[config.mk]
export PLATFORM = sky130hd
export DESIGN_NAME = dpg_gpio
export DESIGN_NICKNAME = d
export VERILOG_FILES = /design/src/shared/dpg_pkg.sv /design/src/rtl/dpg_gpio.sv
export VERILOG_INCLUDE_DIRS = /design/src /design/src/shared
export SDC_FILE = /design/constraint.sdc
export NUM_CORES = 1
export LEC_CHECK = 0
export BUFFER_PORTS_ARGS = -buffer_cell sky130_fd_sc_hd__buf_2
export CORE_MARGIN = 2
export CORE_UTILIZATION = 52
export CTS_CLUSTER_DIAMETER = 50
export CTS_CLUSTER_SIZE = 30
export DETAILED_ROUTE_END_ITERATION = 8
export PLACE_DENSITY_LB_ADDON = 0.1
export REMOVE_ABC_BUFFERS = 1
export SLEW_MARGIN = 20
export SYNTH_ARGS = -nofsm -noshare
export SYNTH_HDL_FRONTEND = slang
export SYNTH_SLANG_ARGS = --single-unit
[constraint.sdc]
create_clock -name pclk -period 5.1 [get_ports pclk]
set_clock_uncertainty 0.05 [all_clocks]
set_input_delay 1.53 -clock pclk [delete_from_list [all_inputs] [get_ports pclk]]
set_output_delay 1.53 -clock pclk [all_outputs]
set_load 0.1 [all_outputs]
[src/shared/dpg_regs.svh]
`ifndef DPG_REGS_SVH
`define DPG_REGS_SVH

// ----------------------------------------------------------------------------
// Register indices (byte address is four times the index)
// ----------------------------------------------------------------------------
`define DPG_IDX_WIDE_DATA 10'h000
`define DPG_IDX_NARROW_DATA 10'h001
`define DPG_IDX_WIDE_DIR 10'h004
`define DPG_IDX_NARROW_DIR 10'h005
`define DPG_IDX_WIDE_PDI 10'h010
`define DPG_IDX_NARROW_PDI 10'h011
`define DPG_IDX_OPTION 10'h014
`define DPG_IDX_IRQ_STATUS 10'h015

// ----------------------------------------------------------------------------
// Widths and field positions
// ----------------------------------------------------------------------------
`define DPG_WIDE_W 8
`define DPG_NARROW_W 2
`define DPG_OSC_PIN 1
`define DPG_OPT_PULLDOWN_EN 0
`define DPG_OPT_PORT_IRQ_EN 1
`define DPG_OPT_EDGE_ONLY 2
`define DPG_OPT_RC_OSC 3
`define DPG_OPT_W 4
`define DPG_STS_LATCH 0
`define DPG_STS_IRQ_PIN 1
`define DPG_STS_ACTIVE 2

// ----------------------------------------------------------------------------
// Reset values
// ----------------------------------------------------------------------------
`define DPG_RST_WIDE 8'h00
`define DPG_RST_NARROW 2'h0
`define DPG_RST_OPTION 4'h0

`endif

[src/shared/dpg_pkg.sv]
`include "dpg_regs.svh"

package dpg_pkg;

    typedef logic [`DPG_WIDE_W-1:0] dpg_wide_t;
    typedef logic [`DPG_NARROW_W-1:0] dpg_narrow_t;

    // Whole state of the port block
    typedef struct packed {
        dpg_wide_t wide_data;
        dpg_narrow_t narrow_data;
        dpg_wide_t wide_dir;
        dpg_narrow_t narrow_dir;
        dpg_wide_t wide_pdi;
        dpg_narrow_t narrow_pdi;
        logic [`DPG_OPT_W-1:0] option;
        dpg_wide_t wide_pull;
        dpg_narrow_t narrow_pull;
        logic irq_latch;
        logic active_prev;
        logic irq_req;
        logic irq_pin_level;
        logic pready;
        logic pslverr;
        logic [31:0] prdata;
    } dpg_state_s;

endpackage

[src/rtl/dpg_gpio.sv]
// Local design decision: register access over APB.
`timescale 1ns/1ps
`include "dpg_regs.svh"

module dpg_gpio (
    // Clock and reset
    input wire logic pclk,
    input wire logic presetn,
    // APB slave
    input wire logic psel,
    input wire logic penable,
    input wire logic pwrite,
    input wire logic [11:0] paddr,
    input wire logic [31:0] pwdata,
    input wire logic [3:0] pstrb,
    output logic [31:0] prdata,
    output logic pready,
    output logic pslverr,
    // Wide port pins
    input wire logic [`DPG_WIDE_W-1:0] wide_pin_in,
    output logic [`DPG_WIDE_W-1:0] wide_pin_out,
    output logic [`DPG_WIDE_W-1:0] wide_pin_oe,
    output logic [`DPG_WIDE_W-1:0] wide_pin_pulldown,
    // Narrow port pins
    input wire logic [`DPG_NARROW_W-1:0] narrow_pin_in,
    output logic [`DPG_NARROW_W-1:0] narrow_pin_out,
    output logic [`DPG_NARROW_W-1:0] narrow_pin_oe,
    output logic [`DPG_NARROW_W-1:0] narrow_pin_pulldown,
    // Interrupt
    input wire logic irq_n_pin,
    output logic irq_request,
    output logic irq_pin_level
);

    // ------------------------------------------------------------------------
    // Helpers
    // ------------------------------------------------------------------------
    // Per bit: driven data for outputs, live pin for inputs
    function automatic logic [7:0] pin_view(input logic [7:0] dir, input logic [7:0] data,
                                             input logic [7:0] pin);
        pin_view = (dir & data) | (~dir & pin);
    endfunction

    // Pulldown control for a group of pins
    function automatic logic [7:0] pull_of(input logic en, input logic [7:0] dir,
                                            input logic [7:0] pdi);
        pull_of = en ? (~pdi & ~dir) : 8'h00;
    endfunction

    // ------------------------------------------------------------------------
    // State
    // ------------------------------------------------------------------------
    dpg_pkg::dpg_state_s q;
    dpg_pkg::dpg_state_s next_q;

    logic [9:0] idx;
    logic setup;
    logic wr_done;
    logic wr_lane0;
    logic opt_pd;
    logic opt_pint;
    logic opt_edge;
    logic opt_osc;
    logic active;
    logic [7:0] narrow_rd;
    logic [7:0] narrow_eff_dir;
    logic [7:0] narrow_pull_full;

    assign idx = paddr[11:2];
    assign setup = psel & ~penable;
    assign wr_done = psel & penable & q.pready & pwrite;
    assign wr_lane0 = wr_done & pstrb[0];
    assign opt_pd = q.option[`DPG_OPT_PULLDOWN_EN];
    assign opt_pint = q.option[`DPG_OPT_PORT_IRQ_EN];
    assign opt_edge = q.option[`DPG_OPT_EDGE_ONLY];
    assign opt_osc = q.option[`DPG_OPT_RC_OSC];

    // Port pins are taken at their level regardless of direction
    assign active = ~irq_n_pin | (opt_pint & (|wide_pin_in[3:0]));

    // Oscillator pin reads back its stored bit, like an output
    assign narrow_eff_dir = {6'h00, q.narrow_dir[1] | opt_osc, q.narrow_dir[0]};
    assign narrow_rd = pin_view(narrow_eff_dir, {6'h00, q.narrow_data},
                                {6'h00, narrow_pin_in}) & 8'h03;

    // ------------------------------------------------------------------------
    // Next state
    // ------------------------------------------------------------------------
    always_comb begin
        next_q = q;
        next_q.pready = 1'b0;
        next_q.pslverr = 1'b0;

        // Answer in the first access cycle
        if (setup) begin
            next_q.pready = 1'b1;
            next_q.prdata = 32'h0000_0000;
            unique case (idx)
                `DPG_IDX_WIDE_DATA: begin
                    next_q.prdata = {24'h00_0000,
                                     pin_view(q.wide_dir, q.wide_data, wide_pin_in)};
                end
                `DPG_IDX_NARROW_DATA: begin
                    next_q.prdata = {24'h00_0000, narrow_rd};
                end
                `DPG_IDX_WIDE_DIR: begin
                    next_q.prdata = {24'h00_0000, q.wide_dir};
                end
                `DPG_IDX_NARROW_DIR: begin
                    next_q.prdata = {30'h0000_0000, q.narrow_dir};
                end
                `DPG_IDX_WIDE_PDI, `DPG_IDX_NARROW_PDI: begin
                    next_q.prdata = 32'h0000_0000;
                end
                `DPG_IDX_OPTION: begin
                    next_q.prdata = {28'h000_0000, q.option};
                end
                `DPG_IDX_IRQ_STATUS: begin
                    next_q.prdata = {29'h0000_0000, active, q.irq_pin_level, q.irq_latch};
                end
                default: begin
                    next_q.pslverr = 1'b1;
                end
            endcase
        end

        // Writes land at the completing edge
        if (wr_lane0) begin
            unique case (idx)
                `DPG_IDX_WIDE_DATA: next_q.wide_data = pwdata[7:0];
                `DPG_IDX_NARROW_DATA: next_q.narrow_data = pwdata[1:0];
                `DPG_IDX_WIDE_DIR: next_q.wide_dir = pwdata[7:0];
                `DPG_IDX_NARROW_DIR: next_q.narrow_dir = pwdata[1:0];
                `DPG_IDX_WIDE_PDI: next_q.wide_pdi = pwdata[7:0];
                `DPG_IDX_NARROW_PDI: next_q.narrow_pdi = pwdata[1:0];
                `DPG_IDX_OPTION: next_q.option = pwdata[`DPG_OPT_W-1:0];
                default: begin
                end
            endcase
        end

        // Pulldowns from the values about to be registered
        next_q.wide_pull = pull_of(next_q.option[`DPG_OPT_PULLDOWN_EN],
                                   next_q.wide_dir, next_q.wide_pdi);
        narrow_pull_full = pull_of(next_q.option[`DPG_OPT_PULLDOWN_EN],
                                   {6'h00, next_q.narrow_dir},
                                   {6'h00, next_q.narrow_pdi});
        next_q.narrow_pull = narrow_pull_full[1:0];
        if (next_q.option[`DPG_OPT_RC_OSC]) begin
            next_q.narrow_pull[`DPG_OSC_PIN] = 1'b0;
        end

        // Interrupt latch: clear by writing one, a new edge wins
        if (wr_lane0 && idx == `DPG_IDX_IRQ_STATUS && pwdata[`DPG_STS_LATCH]) begin
            next_q.irq_latch = 1'b0;
        end
        next_q.active_prev = active;
        if (active && !q.active_prev) begin
            next_q.irq_latch = 1'b1;
        end
        next_q.irq_req = next_q.irq_latch | (~opt_edge & active);
        next_q.irq_pin_level = irq_n_pin;
    end

    // ------------------------------------------------------------------------
    // Registers
    // ------------------------------------------------------------------------
    always_ff @(posedge pclk or negedge presetn) begin
        if (!presetn) begin
            // Data registers are left alone
            q.wide_dir <= `DPG_RST_WIDE;
            q.narrow_dir <= `DPG_RST_NARROW;
            q.wide_pdi <= `DPG_RST_WIDE;
            q.narrow_pdi <= `DPG_RST_NARROW;
            q.option <= `DPG_RST_OPTION;
            q.wide_pull <= `DPG_RST_WIDE;
            q.narrow_pull <= `DPG_RST_NARROW;
            q.irq_latch <= 1'b0;
            q.active_prev <= 1'b0;
            q.irq_req <= 1'b0;
            q.irq_pin_level <= 1'b1;
            q.pready <= 1'b0;
            q.pslverr <= 1'b0;
            q.prdata <= 32'h0000_0000;
        end else begin
            q <= next_q;
        end
    end

    // ------------------------------------------------------------------------
    // Outputs
    // ------------------------------------------------------------------------
    assign prdata = q.prdata;
    assign pready = q.pready;
    assign pslverr = q.pslverr;
    assign wide_pin_out = q.wide_data;
    assign wide_pin_oe = q.wide_dir;
    assign wide_pin_pulldown = q.wide_pull;
    assign narrow_pin_out = q.narrow_data;
    assign narrow_pin_oe = q.narrow_dir;
    assign narrow_pin_pulldown = q.narrow_pull;
    assign irq_request = q.irq_req;
    assign irq_pin_level = q.irq_pin_level;

endmodule

==> metrics.md <==
| Metric | Value |
|---|---|
| Outcome | completed |
| Main flop type after synthesis | dfrtp_1 |
| Post-synthesis cell count | around 280 |
| Relative slew slack | roughly 45% |
| Critical Path Start | paddr[9] |
| Max-slew violations | 0 |
| I/O pin count | 130 |
| Fmax | 273 MHz |
| Worst path max stage delay | 0.62 ns |
| Max-cap viol count | 0 |
| Min Hold Slack | about 0.4 ns |
| Yosys top cell area share | 37.8% |
| WL final | approximately 6.4 mm |
| Vias per cell | approximately 5.2 |
| Routed wl met2 | between 2 and 3 mm |
| CP Capture Type | flip-flop |
| Crit path depth | 5 |
| Critical path data arrival time | approximately 3.6 ns |
| Overflow after GRT | 0 |
| Fin nets | between 300 and 400 |
| Pre-antenna DRT Iters | 6 |
| Leak | 1.68 nW |
| Clock transition at the registers of the reported paths | ~0.07 ns |
| Hold Violations, Final | 0 |
| Setup TNS | 0 ns |
| CTS Buf Count | 9 |
| Largest net degree at the start of global routing | 50 |
| Hold path cells | 1 |
| H-tree Lvls | 3 |
| Final Cycle Share | a little over 70% |
| Critical-path maximum fanout | 8 |
| Share of cells above drive strength 1 | roughly two fifths |
| Fin worst setup slack | between 1 and 1.5 ns |
| WL met1 | roughly 3 mm |
| CP max stage cell | and4b_1 |
| IO buf count | 76 |
| Sequential share of the synthesized area | between 40% and 50% |
| Power density cells | slightly above 300 mW/mm2 |
| Post-DP HPWL | between 4 and 5 mm |
| Post-cts sizing count | 0 |
| Clock sink count | 58 |
| Critical path's top delay family | simple AND/OR/NAND/NOR gates |
| Vias in the first global route | ~1900 |
| Hold-fix buffers, CTS | 0 |
| Slew @ Worst Pin | between 0.8 and 0.9 ns |
| Post-synth ARST share | 82.8% |
| Clk buf depth | 2 |
| Chip width | 81.4 um |
| DRC Markers | 0 |
| Top sig layer | met4 |
| Global placement routability congestion | 0.811 |
| DR WL/cell | ~16 um |
| Worst R2R Path Depth | 5 |
| Hold Crit Class | reg2reg |
| ANT cells | 0 |
| Clk_lat worst skew | ~0.33 ns |
| Buffers & Inverters on Critical Path | 1 |
| CTS tree | yes |
| Yosys reg bits | 58 |
| Final min period | about 3.7 ns |
| Worst R2R Start | pready |
| Cell chain of the critical path | buf_2 -> or4_4 -> or3_1 -> nor3_2 -> and4b_1 |
| P&R area growth vs syn | 8.69% |
| Final setup vio count | 0 |
| Die Height | roughly 81 um |
| Final ANT Viol Nets | 0 |
| Global-route wire length before repair | between 9 and 10 mm |
| Post-Synthesis Cell Area | between 0.003 and 0.004 mm2 |
| Worst EP required | roughly 5 ns |
| Syn Area/Cell | around 11 um2 |
| CP startpoint kind | primary input |
| Worst Hold Launch | q[36] |
| Kind of critical path | in2reg |
| Netlist cell types | 48 |
| Filler cells | 526 |
| Peak supply drop | around 0.15 mV |
| Unrepaired setup endpoints after global routing | no |
| 1st-iter DRT viols | 112 |
| Post CTS Setup Buffer Count | 0 |
| Synth top area cells | dfrtp_1 38%, buf_4 15%, edfxtp_1 9.7% |
| Post-synth EDFFs | 10 |
| Cell taking the most area after synthesis | dfrtp_1 |
| Synth Warn # | 0 |
| Clk root buf | clkbuf_8 |
| Vias | around 2100 |
| Core ar. | around 0.0059 mm2 |
| Gr usage total | slightly above 20% |
| Pre-CTS setup slack | about 1.0 ns |
| Die area | about 0.0066 mm2 |
| Initial antenna violation count | 0 |
| Initial Util | a little over half |
| Met3 WL post-DR | approximately 370 um |
| Num rows | 28 |
## worst paths after layout
check / endpoint / slack [ns]
worst min register to register: q[37] / 0.40
worst max register to register: wide_pin_pulldown[2] / 2.66
min in group asynchronous: prdata[0] / 1.25
worst min-delay path: q[37] / 0.40
worst max-delay path: wide_pin_out[1] / 1.43
max in group asynchronous: narrow_pin_oe[1] / 3.31
## metrics by stage
stage	power [mW]	cell area (um2)	instances	utilization (%)
after detailed placement	0.624	3180	381	54.3
after global routing	1.09	3380	397	57.8
after global placement	0.623	3180	381	54.3
after CTS	1.06	3380	397	57.8
final	1.05	3380	397	57.8
after floorplan	0.586	2690	229	-
## cells by family (layout without fill, tap and decap cells)
kind of cell	after synthesis	in the layout	synth area share (%)
AOI/OAI and AO/OA	50	50	11.1
other	1	24	0.121
and+or+nand+nor	65	65	12.9
DFF	58	58	48.3
muxes	28	28	10.8
buffers and inverters	74	97	16.7
## report_power, final
part           internal (mW)  total (mW)  switching (mW)
Combinational         0.0192       0.140           0.121
Clock                  0.265       0.439           0.174
Sequential             0.473       0.474        0.000832
## layout by cell type (no fill, tap or decap), types with 2 or more instances in the layout
cell | Yosys | layout
buf_2 | 1 | 76
dfrtp_1 | 47 | 47
conb_1 | 1 | 24
nand2_1 | 20 | 20
mux2_2 | 16 | 16
o21ai_0 | 16 | 16
clkbuf_8 | 0 | 12
a22o_1 | 11 | 11
edfxtp_1 | 10 | 10
nor2_1 | 9 | 9
mux2_1 | 9 | 9
a211oi_1 | 7 | 7
a21oi_1 | 7 | 7
nand3_1 | 5 | 5
inv_1 | 4 | 4
nor3_2 | 3 | 3
a211oi_2 | 3 | 3
nand2b_1 | 3 | 3
nand4_1 | 3 | 3
nor3_1 | 2 | 2
nand3_4 | 2 | 2
nor3b_1 | 2 | 2
nand3b_1 | 2 | 2
nor2b_1 | 2 | 2
clkbuf_1 | 6 | 2
## area by class of cell
class,instances,area [um2],share of cell area (%)
Clock buffer,14,173,5.11
Timing Repair Buffer,77,388,11.5
Inverter,4,15.0,0.444
Tap cell,75,93.8,2.77
Clock inverter,2,33.8,0.999
Sequential cell,58,1500,44.4
Multi-Input combinational cell,167,1180,34.8
## sequential cells by signal (all words and copies together), names as in the netlist, 2 cells and up
name and flops:
q 12, prdata 8, wide_pin_oe 8, wide_pin_out 8, wide_pin_pulldown 8, narrow_pin_oe 2, narrow_pin_out 2, narrow_pin_pulldown 2
## Yosys cell counts (5+ instances only)
cell,count
buf_4,62
dfrtp_1,47
nand2_1,20
mux2_2,16
o21ai_0,16
a22o_1,11
edfxtp_1,10
mux2_1,9
nor2_1,9
a211oi_1,7
a21oi_1,7
clkbuf_1,6
nand3_1,5
## routing by layer
metal	vias up	track usage [%]
met1	1005	28.9
met3	10	6.44
met5	-	0
li1	980	-
met2	75	29.1
met4	0	7.29
(Power assumes the default switching activity.)
